**src/hw/crdc_defines.vh**
```
// Register offsets, field positions and reset values of the clock receiver and delay control bank.
`ifndef CRDC_DEFINES_VH
`define CRDC_DEFINES_VH
`define CRDC_ADDR_TRIM_NEG 8'h31
`define CRDC_ADDR_RX_CTRL 8'h32
`define CRDC_ADDR_DLY_CTRL 8'h33
`define CRDC_ADDR_BIAS 8'h36
`define CRDC_ADDR_DLY_LO 8'h39
`define CRDC_ADDR_DLY_HI 8'h3a
`define CRDC_RST_TRIM_NEG 8'h00
`define CRDC_RST_RX_CTRL 8'h00
`define CRDC_RST_DLY_CTRL 8'h00
`define CRDC_RST_BIAS 8'h00
`define CRDC_MASK_TRIM_NEG 8'hf0
`define CRDC_MASK_BIAS 8'h83
`define CRDC_BIT_RX_EN 7
`define CRDC_BIT_FACTORY 6
`define CRDC_BIT_POS_SIGN 5
`define CRDC_BIT_NEG_SIGN 0
`define CRDC_BIT_CLK_GATE 7
`define CRDC_BIT_SLOPE 6
`define CRDC_BIT_SAMPLE 3
`define CRDC_BIT_CTRL_EN 0
`define CRDC_BIT_BIAS_POWER_DOWN 7
`define CRDC_MODE_SEARCH_TRACK 2'h0
`define CRDC_MODE_TRACK 2'h1
`define CRDC_MODE_SEARCH 2'h2
`define CRDC_GAIN_INVALID 2'h3
`define CRDC_PHASE_MAX 5'h10
`endif

```
**src/hw/crdc_regs.v**
```verilog
// Configuration register bank for the clock receiver, delay-lock controller and bias.
`timescale 1ns/10ps
`include "crdc_defines.vh"
module crdc_regs #(
	parameter DLY_W = 9,
	parameter PHZ_W = 5
) (
	input wire core_clk_in,
	input wire rst_in,
	input wire ce_in,
	input wire wr_en_in,
	input wire [7:0] addr_in,
	input wire [7:0] wdata_in,
	output reg [7:0] rdata_out,
	input wire [DLY_W-1:0] locked_dly_in,
	input wire [PHZ_W-1:0] locked_phz_in,
	input wire measured_slope_in,
	output wire clock_receiver_enable_out,
	output wire [3:0] neg_input_cm_trim_out,
	output wire [3:0] pos_input_cm_trim_out,
	output wire pos_trim_sign_out,
	output wire neg_trim_sign_out,
	output wire delay_ctrl_clock_run_out,
	output wire slope_match_out,
	output wire search_en_out,
	output wire track_en_out,
	output wire [1:0] track_gain_out,
	output wire delay_ctrl_enable_out,
	output wire bias_power_down_out,
	output wire [1:0] mirror_bandwidth_select_out,
	output wire mirror_rolloff_bypass_out,
	output wire phase_over_limit_out
);
	localparam [7:0] TRIM_MASK = `CRDC_MASK_TRIM_NEG;
	localparam [7:0] BIAS_MASK = `CRDC_MASK_BIAS;
	localparam [7:0] RX_RST = `CRDC_RST_RX_CTRL;

	reg [7:0] trim_neg_r;
	reg [7:0] rx_ctrl_r;
	reg [7:0] dly_ctrl_r;
	reg [7:0] bias_r;
	reg [7:0] trim_neg_nxt;
	reg [7:0] rx_ctrl_nxt;
	reg [7:0] dly_ctrl_nxt;
	reg [7:0] bias_nxt;
	reg [7:0] rdata_nxt;
	reg search_en_c;
	reg track_en_c;
	reg [1:0] gain_c;
	wire [7:0] trim_wdata;
	wire [7:0] rx_wdata;
	wire [7:0] bias_wdata;
	wire wr_trim;
	wire wr_rx;
	wire wr_dly;
	wire wr_bias;
	wire [DLY_W-1:0] cap_dly;
	wire [PHZ_W-1:0] cap_phz;
	wire [1:0] mode;
	wire [1:0] gain;

	// A write is taken only on an enabled edge, so a frozen bank also ignores the bus.
	assign wr_trim = ce_in && wr_en_in && (addr_in == `CRDC_ADDR_TRIM_NEG);
	assign wr_rx = ce_in && wr_en_in && (addr_in == `CRDC_ADDR_RX_CTRL);
	assign wr_dly = ce_in && wr_en_in && (addr_in == `CRDC_ADDR_DLY_CTRL);
	assign wr_bias = ce_in && wr_en_in && (addr_in == `CRDC_ADDR_BIAS);

	genvar b;
	generate
		for (b = 0; b < 8; b = b + 1) begin : g_wmask
			assign trim_wdata[b] = TRIM_MASK[b] ? wdata_in[b] : 1'b0;
			assign bias_wdata[b] = BIAS_MASK[b] ? wdata_in[b] : 1'b0;
			// The factory bit is not writable, so a careless write cannot disturb it.
			assign rx_wdata[b] = (b == `CRDC_BIT_FACTORY) ? RX_RST[b] : wdata_in[b];
		end
	endgenerate

	always @* begin
		trim_neg_nxt = trim_neg_r;
		rx_ctrl_nxt = rx_ctrl_r;
		dly_ctrl_nxt = dly_ctrl_r;
		bias_nxt = bias_r;
		if (wr_trim) begin
			trim_neg_nxt = trim_wdata;
		end
		if (wr_rx) begin
			rx_ctrl_nxt = rx_wdata;
		end
		if (wr_dly) begin
			dly_ctrl_nxt = wdata_in;
		end
		if (wr_bias) begin
			bias_nxt = bias_wdata;
		end
	end

	always @(posedge core_clk_in) begin
		if (rst_in) begin
			trim_neg_r <= `CRDC_RST_TRIM_NEG;
			rx_ctrl_r <= `CRDC_RST_RX_CTRL;
			dly_ctrl_r <= `CRDC_RST_DLY_CTRL;
			bias_r <= `CRDC_RST_BIAS;
		end else if (ce_in) begin
			trim_neg_r <= trim_neg_nxt;
			rx_ctrl_r <= rx_ctrl_nxt;
			dly_ctrl_r <= dly_ctrl_nxt;
			bias_r <= bias_nxt;
		end
	end

	crdc_sample #(
		.DLY_W(DLY_W),
		.PHZ_W(PHZ_W)
	) u_sample (
		.core_clk_in(core_clk_in),
		.rst_in(rst_in),
		.ce_in(ce_in),
		.strobe_in(dly_ctrl_r[`CRDC_BIT_SAMPLE]),
		.dly_in(locked_dly_in),
		.phz_in(locked_phz_in),
		.dly_out(cap_dly),
		.phz_out(cap_phz)
	);

	// Captured delay and phase share the layout of the neighbouring delay registers.
	always @* begin
		rdata_nxt = 8'h00;
		case (addr_in)
			`CRDC_ADDR_TRIM_NEG: rdata_nxt = trim_neg_r;
			`CRDC_ADDR_RX_CTRL: rdata_nxt = rx_ctrl_r;
			`CRDC_ADDR_DLY_CTRL: rdata_nxt = dly_ctrl_r;
			`CRDC_ADDR_BIAS: rdata_nxt = bias_r;
			`CRDC_ADDR_DLY_LO: rdata_nxt = {cap_dly[0], 2'b00, cap_phz};
			`CRDC_ADDR_DLY_HI: rdata_nxt = cap_dly[8:1];
			default: rdata_nxt = 8'h00;
		endcase
	end

	always @(posedge core_clk_in) begin
		if (rst_in) begin
			rdata_out <= 8'h00;
		end else if (ce_in) begin
			rdata_out <= rdata_nxt;
		end
	end

	assign clock_receiver_enable_out = rx_ctrl_r[`CRDC_BIT_RX_EN];
	assign neg_input_cm_trim_out = trim_neg_r[7:4];
	assign pos_input_cm_trim_out = rx_ctrl_r[4:1];
	assign pos_trim_sign_out = rx_ctrl_r[`CRDC_BIT_POS_SIGN];
	assign neg_trim_sign_out = rx_ctrl_r[`CRDC_BIT_NEG_SIGN];
	assign delay_ctrl_clock_run_out = ~dly_ctrl_r[`CRDC_BIT_CLK_GATE];
	assign slope_match_out = measured_slope_in == dly_ctrl_r[`CRDC_BIT_SLOPE];
	assign mode = dly_ctrl_r[5:4];
	assign gain = dly_ctrl_r[2:1];

	always @* begin
		search_en_c = 1'b0;
		track_en_c = 1'b0;
		case (mode)
			`CRDC_MODE_SEARCH_TRACK: begin
				search_en_c = 1'b1;
				track_en_c = 1'b1;
			end
			`CRDC_MODE_TRACK: begin
				track_en_c = 1'b1;
			end
			`CRDC_MODE_SEARCH: begin
				search_en_c = 1'b1;
			end
			default: begin
				search_en_c = 1'b0;
				track_en_c = 1'b0;
			end
		endcase
	end
	assign search_en_out = search_en_c;
	assign track_en_out = track_en_c;

	// invalid gain falls back
	// Slowest tracking is the safe choice when the code is unusable; it may lag but never runs away.
	always @* begin
		gain_c = gain;
		if (gain == `CRDC_GAIN_INVALID) begin
			gain_c = 2'h0;
		end
	end
	assign track_gain_out = gain_c;
	assign delay_ctrl_enable_out = dly_ctrl_r[`CRDC_BIT_CTRL_EN];
	assign bias_power_down_out = bias_r[`CRDC_BIT_BIAS_POWER_DOWN];
	assign mirror_bandwidth_select_out = bias_r[1:0];
	assign mirror_rolloff_bypass_out = bias_r[1:0] == 2'h0;
	assign phase_over_limit_out = cap_phz > `CRDC_PHASE_MAX;
endmodule

```
**src/hw/crdc_sample.v**
```verilog
// Rising-edge capture of the locked delay and phase for readback.
`timescale 1ns/10ps
module crdc_sample #(
	parameter DLY_W = 9,
	parameter PHZ_W = 5
) (
	input wire core_clk_in,
	input wire rst_in,
	input wire ce_in,
	input wire strobe_in,
	input wire [DLY_W-1:0] dly_in,
	input wire [PHZ_W-1:0] phz_in,
	output reg [DLY_W-1:0] dly_out,
	output reg [PHZ_W-1:0] phz_out
);
	reg strobe_r;
	always @(posedge core_clk_in) begin
		if (rst_in) begin
			strobe_r <= 1'b0;
			dly_out <= {DLY_W{1'b0}};
			phz_out <= {PHZ_W{1'b0}};
		end else if (ce_in) begin
			strobe_r <= strobe_in;
			if (strobe_in && !strobe_r) begin
				dly_out <= dly_in;
				phz_out <= phz_in;
			end
		end
	end
endmodule

```
**config.mk**
```make
export PLATFORM = sky130hd
export DESIGN_NAME = crdc_regs
export DESIGN_NICKNAME = d
export VERILOG_FILES = /design/src/hw/crdc_regs.v /design/src/hw/crdc_sample.v
export VERILOG_INCLUDE_DIRS = /design/src /design/src/hw
export SDC_FILE = /design/constraint.sdc
export NUM_CORES = 1
export LEC_CHECK = 0
export BUFFER_PORTS_ARGS = -buffer_cell sky130_fd_sc_hd__buf_2
export CAP_MARGIN = 20
export CELL_PAD_IN_SITES_DETAIL_PLACEMENT = 2
export CELL_PAD_IN_SITES_GLOBAL_PLACEMENT = 2
export CORE_UTILIZATION = 32
export DETAILED_ROUTE_END_ITERATION = 8
export MAX_ROUTING_LAYER = met4
export PLACE_DENSITY_LB_ADDON = 0.1
export SYNTH_ARGS = -nofsm -noshare
export SYNTH_HDL_FRONTEND = slang
export SYNTH_SLANG_ARGS = --single-unit
```
**constraint.sdc**
```tcl
create_clock -name core_clk_in -period 2.8 [get_ports core_clk_in]
set_clock_uncertainty 0.05 [all_clocks]
set_input_delay 0.42 -clock core_clk_in [delete_from_list [all_inputs] [get_ports core_clk_in]]
set_output_delay 0.42 -clock core_clk_in [all_outputs]
set_load 0.1 [all_outputs]
```
# == After elaboration in Yosys (flattened, before gate mapping) ==
# Index checks and enable logic that the tools add are counted.
# op_classes
order_cmp,1
eq_ne,10
n_mux,4
n_bitwise,1
n_reduce_logical,16
# ops
cell,n
$eq A8 B6 Y1 const B,6
$pmux W8 S6,1
$reduce_and A2 Y1,5
$logic_and A1 B1 Y1,6
$gt A5 B5 Y1 const B,1
$eq A2 B2 Y1 const B,2
$logic_not A2 Y1,2
$reduce_or A2 Y1,2
$eq A2 B1 Y1 const B,1
$mux W1,2
$mux W2,1
$eq A1 B1 Y1,1
$logic_not A1 Y1,1
$not A1 Y1,1
# totals
regBits,45
output_inout_bits,31
wordCells,40

# == Longest topological paths before layout ==
# Gate-level depths: netlist of the first run.
# depth
word_depth,3
depth_mapped,6
mapped_depth_nobuf,4

# == Cells and area by module ==
# A second synthesis of the first run with hierarchy kept.
# unflattened
hier_cells,220
area_unflattened_um2,2189.6
# by_module_without_submodules
module,n_inst,cells_each,area_each_um2,seq_area_each_um2
crdc_regs,1,155,1507.7,600.6
crdc_sample,1,65,681.9,300.3

# == Worst setup path before layout of the first run ==
# No wires, ideal clock.
# synth_path
path_type,register to output
start,reg bias_r[0]
end,out mirror_rolloff_bypass_out
arrival_time_ns,2.069
path_slack_ns,0.261
path_stages_with_launch,2
n_path_buf,0
cell_sequence,dfxtp_1 nor2_1
# synth_between
elab_chain_cells,1
# synth_lines
element,line_no,rtl
start: declaration,crdc_regs.v:41,reg [7:0] bias_r;
start signal: assignment,crdc_regs.v:102,bias_r <= `CRDC_RST_BIAS;
start signal: assignment,crdc_regs.v:107,bias_r <= bias_nxt;
$logic_not A2 Y1,crdc_regs.v:192,assign mirror_rolloff_bypass_out = bias_r[1:0] == 2'h0;
end: declaration,crdc_regs.v:31,"output wire mirror_rolloff_bypass_out,"
# Every way passes these cells.

# == Final worst setup path of the first run ==
# layout_path
start,reg u_sample.phz_out[0]
end,out phase_over_limit_out
# layout_between
elab_chain_cells,1
# layout_lines
element,line_no,rtl
start: declaration,crdc_sample.v:14,output reg [PHZ_W-1:0] phz_out
start signal: assignment,crdc_sample.v:21,phz_out <= {PHZ_W{1'b0}};
start signal: assignment,crdc_sample.v:26,phz_out <= phz_in;
$gt A5 B5 Y1 (no line),--,
end: declaration,crdc_regs.v:32,output wire phase_over_limit_out
# Every way passes these cells.

==> impl_results.md, run 1 <==
* Outcome: finished, final reports clean
* 1st-iter DRT viols at 87
* Htree depth at 2
* Vias in the first global route at 1,964
* Worst Hold Depth at 3
* Die Y at 82.5 um
* Placer congestion estimate at 0.749
* Hold Fails Final Rpt at 0
* Crit path DAT at 1.36 ns
* Count leader, synth: dfxtp_1
* Max Cap Violations at 0
* Post-synth ARST share at 0
* Post-synth top cells: 45 x dfxtp_1, 33 x nand2_1, 28 x mux2i_1
* Seq/Total Area, Yosys at 0.435
* Final HPWL DP at 4680 um
* Worst R2R End: rdata_out[7]
* Clk_lat worst skew at 0.29 ns
* Rows at 28
* Inst Count DP at 351
* Distinct cell type count of the synthesized netlist at 39
* Max IR drop VDD at 0.000241 V
* Seq cells post-synth at 45
* EDFF count, synth at 0
* Clock transition at path regs at 0.09 ns
* Number of antenna cells inserted at 0
* PwrDens at 489 mW/mm^2
* Final period utilization at 0.652
* Area grow syn2layout at 22.3%
* WP data required at 2.33 ns
* Synth top area cells: dfxtp_1 43%, mux2i_1 14%, nand2_1 6.0%
* Fin nets at 318
* Crit Reg-Reg Startpoint: rx_ctrl_r[7]
* Largest net degree at the start of global routing at 24
* Slowest cell on crit path: o41a_1
* Primary FF master, synth: dfxtp_1
* Vias at 1,864
* RSZ-0062 raised after global routing: no
* Clk pwr share at 0.414
* DR WL/cell at 17.2 um
* Worst setup path class: flop to output pin
* First-pass GRT wire length at 9940 um
* Share of the synthesized area in the top cell type at 0.435
* Core area at 0.00610 sq mm
* Layout cell share with drive strength beyond 1 at 0.299
* WHS at 0.303 ns
* Crit. End Element: output pin
* CP max stage delay at 0.42 ns
* Dominant cell type by area after synthesis: dfxtp_1
* Logic pwr share at 0.070
* Cts repair resizes at 0
* CP Launch Type: flop
* R2R Setup Slk at 1.48 ns
* Initial antenna violation count at 0
* Pins Over Slew Limit at 0
* Root buf cell: clkbuf_8
* TritonCTS Sinks at 45
* Rel. slew slack at 0.636
* CP cell instances: o41a_1, buf_2
* Pint at 0.960 mW
* Mapped Nets at 260
* Worst reg2reg path depth at 4
* Drt drc at 0
* Leak at 1.17 nW
* CTS Buffer Depth at 2
* Die footprint at 0.00680 sq mm
* Seq pwr share at 0.516
* Fill cells at 719
* Synthesized cell area at 0.00207 sq mm
* Total Neg Setup Slack at 0 ns
* Die X at 82.5 um
* Layout Cells excl Fill at 359
* Net Sw Power at 0.279 mW
* Final Util at 0.416
* CTS tree: done
* Cell family with most CP delay: compound AO/OA/AOI/OAI gates
* Post-CTS Setup Bufs at 0
* Syn_area_per_cell at 9.21 sq um
* YS warnings at 0
* Final Critical Period at 1.83 ns
* Hold path endpoint: u_sample.phz_out[4]
* Crit Path Max Fanout at 3
* Mapped Cells at 225
* Max Clk Rate at 0.548 GHz
* DRT Pass-1 Iters at 4
* Tightest Pin Transition at 0.545 ns
* Via density per instance at 5.19
* Num ports at 66
* Hold buffers post-CTS at 0
* Net Sw Frac at 0.225
* Hold Crit Class: input pin to flop
* Final wirelength at 6160 um
* Final ANT Viol Nets at 0
* Initial core utilization at 0.340
* Gr usage total at 0.201
* Buf/Inv on CP at 1
* Setup violators final at 0
* # port buffers at 65
* Grt total ovfl at 0
* Total CTS buffers at 5
* Min-delay src: locked_phz_in[4]
==> how the worst max path moves through the flow <==
stage	from	endpoint	slack, ns	depth (start not counted)
final	u_sample.phz_out[0]	phase_over_limit_out	0.97	2
after global routing	u_sample.phz_out[0]	phase_over_limit_out	0.94	2
after CTS	u_sample.phz_out[0]	phase_over_limit_out	0.96	2
after detailed placement	addr_in[0]	rx_ctrl_r[3]	0.80	5
after global placement	addr_in[0]	rx_ctrl_r[4]	0.86	5
after floorplan	bias_r[0]	mirror_rolloff_bypass_out	0.26	1
==> tightest hold or removal path, stage by stage <==
cell and delay (ns):
buf_2 0.09, nand2_1 0.04, a21oi_1 0.05
==> power by group through the flow <==
stage          logic [mW]  clock network, mW  registers (mW)
6_report           0.0864              0.513           0.640
4_1_cts            0.0872              0.526           0.640
3_5_place_dp       0.0866                  0           0.655
5_1_grt            0.0951              0.553           0.640
2_1_floorplan      0.0479                  0           0.656
3_3_place_gp       0.0859                  0           0.655
==> per-layer routing <==
| metal | global-route usage | vias up | share of wire |
|---|---|---|---|
| li1 | - | 916 | - |
| met5 | - | - | 0 |
| met1 | 0.268 | 915 | 0.50 |
| met4 | 0.0456 | 0 | 0.0041 |
| met2 | 0.321 | 31 | 0.47 |
| met3 | 0.0297 | 2 | 0.025 |
==> metrics by stage <==
step / setup slack [ns] / instance area (sq um) / power (mW)
global route: 0.936 / 2530 / 1.29
floorplan: 0.261 / 2070 / 0.704
global placement: 0.859 / 2420 / 0.741
CTS: 0.964 / 2530 / 1.25
finish: 0.974 / 2530 / 1.24
detailed placement: 0.802 / 2420 / 0.741
==> kinds of logic after synthesis <==
kind of cell	count (synthesis)	share of synthesized area
simple gates	86	0.207
buf+inv	20	0.0477
mux	31	0.152
xor+xnor	1	0.00423
flops	45	0.435
compound gates	42	0.155
==> cell type report <==
| type | instances | area (sq um) | area share |
|---|---|---|---|
| multi-input cells | 160 | 1070 | 0.423 |
| flip-flops and latches | 45 | 901 | 0.355 |
| repair buffers | 66 | 333 | 0.131 |
| well taps | 75 | 93.8 | 0.0370 |
| clock buffers | 7 | 86.3 | 0.0341 |
| clock inverters | 1 | 30.0 | 0.0118 |
| inverters | 5 | 18.8 | 0.00740 |
==> sequential cells by signal, summed over array words and instances, names as in the netlist <==
name,count
rdata_out,8
bias_r,3
trim_neg_r,4
dly_ctrl_r,8
u_sample.dly_out,9
u_sample.phz_out,5
rx_ctrl_r,7
u_sample.strobe_r,1
==> cell usage in the layout, fill, tap and decap left out, types with 2 or more instances in the layout <==
cell,n
o211ai_1,3
nor2b_1,5
o21ai_0,5
nor4b_1,2
nand4_2,2
a32oi_1,3
nor2_1,26
mux2i_1,28
and4bb_2,2
a21oi_1,15
nand2_1,33
nand3_1,5
nand3b_1,2
mux2_2,3
dfxtp_1,45
nor3_1,2
a22o_1,6
buf_2,65
a221oi_1,2
inv_1,5
clkbuf_8,6
Power figures use the tool's default switching activity.
==> run 2, diff against run 1 <==
--- a/config.mk
+++ b/config.mk
@@ -6,11 +6,12 @@
 export SDC_FILE = /design/constraint.sdc
 export NUM_CORES = 1
 export LEC_CHECK = 0
+export ABC_AREA = 1
 export BUFFER_PORTS_ARGS = -buffer_cell sky130_fd_sc_hd__buf_2
 export CAP_MARGIN = 20
 export CELL_PAD_IN_SITES_DETAIL_PLACEMENT = 2
 export CELL_PAD_IN_SITES_GLOBAL_PLACEMENT = 2
-export CORE_UTILIZATION = 32
+export CORE_UTILIZATION = 27
 export DETAILED_ROUTE_END_ITERATION = 8
 export MAX_ROUTING_LAYER = met4
 export PLACE_DENSITY_LB_ADDON = 0.1
==> constraint.sdc (replaced) <==
create_clock -name core_clk_in -period 1.75 [get_ports core_clk_in]
set_clock_uncertainty 0.05 [all_clocks]
set_input_delay 0.2625 -clock core_clk_in [delete_from_list [all_inputs] [get_ports core_clk_in]]
set_output_delay 0.2625 -clock core_clk_in [all_outputs]
set_load 0.1 [all_outputs]
==> run 2 against run 1 <==
First-iteration DRC count is 28% lower. Total power is 50% higher. Global-route usage up 0.15 points. Final area grew 0.30%. Area after synthesis down 2.7%. Critical path type unchanged. Largest power group unchanged.
==> impl_results.md, run 2 <==
* Total CTS buffers at 5
* Final period utilization at 0.962
* Post-CTS Setup Bufs at 0
* Outcome: finished, final reports clean
* Crit Path Max Fanout at 3
* Worst setup path class: flop to output pin
* CP cell instances: o41a_1, buf_2
* Hold Crit Class: input pin to flop
* Primary FF master, synth: dfxtp_1
* Synth top area cells: dfxtp_1 45%, nand3_1 10%, a21oi_1 7.7%
* DRT Pass-1 Iters at 4
* Core area at 0.00725 sq mm
* Mapped Nets at 314
* Fin nets at 379
* Max Cap Violations at 0
* Inst Count DP at 436
* RSZ-0062 raised after global routing: no
* CP max stage delay at 0.43 ns
* Share of the synthesized area in the top cell type at 0.447
* Final ANT Viol Nets at 0
* Gr usage total at 0.203
* Grt total ovfl at 0
* Vias in the first global route at 2,193
* Cell family with most CP delay: compound AO/OA/AOI/OAI gates
* Initial core utilization at 0.278
* Commonest cells after routing, fill and taps aside: 65 x buf_2, 45 x dfxtp_1, 41 x nand3_1, 34 x nor2_1, 34 x nand2_1
* Layout cell share with drive strength beyond 1 at 0.279
* Setup violators final at 0
* Biggest regs: u_sample.dly_out (9), dly_ctrl_r (8), rdata_out (8)
* CP Launch Type: flop
* Final Critical Period at 1.68 ns
* Root buf cell: clkbuf_8
* Tightest Pin Transition at 0.491 ns
* Mapped Cells at 279
* Hold Fails Final Rpt at 0
* Max IR drop VDD at 0.000433 V
* Pins Over Slew Limit at 0
* DR WL/cell at 15.7 um
* First-pass GRT wire length at 11,500 um
* Seq cells post-synth at 45
* Synthesized cell area at 0.00202 sq mm
* Syn_area_per_cell at 7.23 sq um
* CTS tree: done
* Largest net degree at the start of global routing at 23
* Most common cell after layout, fill and taps aside: buf_2
* Pre-CTS WS at 0.0309 ns
* Post-synth ARST share at 0
* PnR worst setup slack at 0.0659 ns
* Post-synth top cells: 45 x dfxtp_1, 41 x nand3_1, 35 x nor2_1
* Die X at 88.4 um
* TritonCTS Sinks at 45
* Largest register by flop count: u_sample.dly_out
* EDFF count, synth at 0
* WHS at 0.127 ns
* Distinct cell type count of the synthesized netlist at 20
* Number of antenna cells inserted at 0
* Leak at 1.16 nW
* Clk_lat worst skew at 0.30 ns
* Die footprint at 0.00782 sq mm
* Layout Cells excl Fill at 443
* Final wirelength at 6970 um
* Seq/Total Area, Yosys at 0.447
* Drt drc at 0
* Final Util at 0.351
* Crit. End Element: output pin
* # port buffers at 65
* Fill cells at 914
* Crit path DAT at 1.37 ns
* Rel. slew slack at 0.675
* Count leader, synth: dfxtp_1
* Slowest cell on crit path: o41a_1
* WP data required at 1.44 ns
* Placer congestion estimate at 0.753
* Via density per instance at 4.78
* Dominant cell type by area after synthesis: dfxtp_1
* Max FFs per register at 9
* Cts repair resizes at 0
* Clock transition at path regs at 0.08 ns
* Hold buffers post-CTS at 0
* Area grow syn2layout at 26.1%
* Initial antenna violation count at 0
* Vias at 2,116
* Total Neg Setup Slack at 0 ns
* Buf/Inv on CP at 1
* Num ports at 66
* Htree depth at 2
* Final HPWL DP at 5470 um
* Die Y at 88.4 um
* PwrDens at 730 mW/mm^2
* Max Clk Rate at 0.594 GHz
* 1st-iter DRT viols at 63
* Rows at 31
* CTS Buffer Depth at 2
* YS warnings at 0
## run 2: worst paths after layout
check	slack (ns)	startpoint	end	depth (start not counted)
max	0.07	u_sample.phz_out[0]	phase_over_limit_out	2
min	0.13	locked_dly_in[0]	u_sample.dly_out[0]	3
max reg2reg	0.63	dly_ctrl_r[3]	u_sample.dly_out[6]	5
min reg2reg	0.42	rdata_out[1]	rdata_out[1]	2
## run 2: where the power goes
group          leakage (nW)  internal, mW  switching (mW)
Sequential            0.362          1.02         0.00152
Combinational         0.750        0.0482           0.101
Clock                0.0443         0.314           0.367
## run 2: stage by stage
step                      power, mW  instance area [sq um]
after floorplan                1.13                   2030
after global placement         1.20                   2460
after detailed placement       1.20                   2460
after CTS                      1.88                   2540
after global routing           1.93                   2540
final                          1.86                   2540
## run 2: final cells by class
type | instances | area, sq um | area share
Sequential cell | 45 | 901 | 0.354
Multi-Input combinational cell | 198 | 975 | 0.383
Timing Repair Buffer | 71 | 370 | 0.146
Inverter | 23 | 86.3 | 0.0340
Clock buffer | 7 | 86.3 | 0.0340
Tap cell | 99 | 124 | 0.0487
## run 2: metal layers
metal,share of wire,track usage
met1,0.46,0.251
met4,0.012,0.0572
met3,0.028,0.0317
met2,0.50,0.342
met5,0,-
## run 2: worst register-to-register path, delay by kind of cell, from the launching register on
| family | cells | cell delay (ns) |
|---|---|---|
| simple gates | 3 | 0.37 |
| compound gates | 1 | 0.09 |
| buf+inv | 1 | 0.20 |
| flops | 1 | 0.35 |
## run 2: cells by family after synthesis
group                     count (synthesis)  share of synthesized area
AOI/OAI and AO/OA                        73                      0.188
buffers and inverters                    36                     0.0751
and+or+nand+nor                         124                      0.286
DFF                                      45                      0.447
xor gates and xnor gates                  1                    0.00434
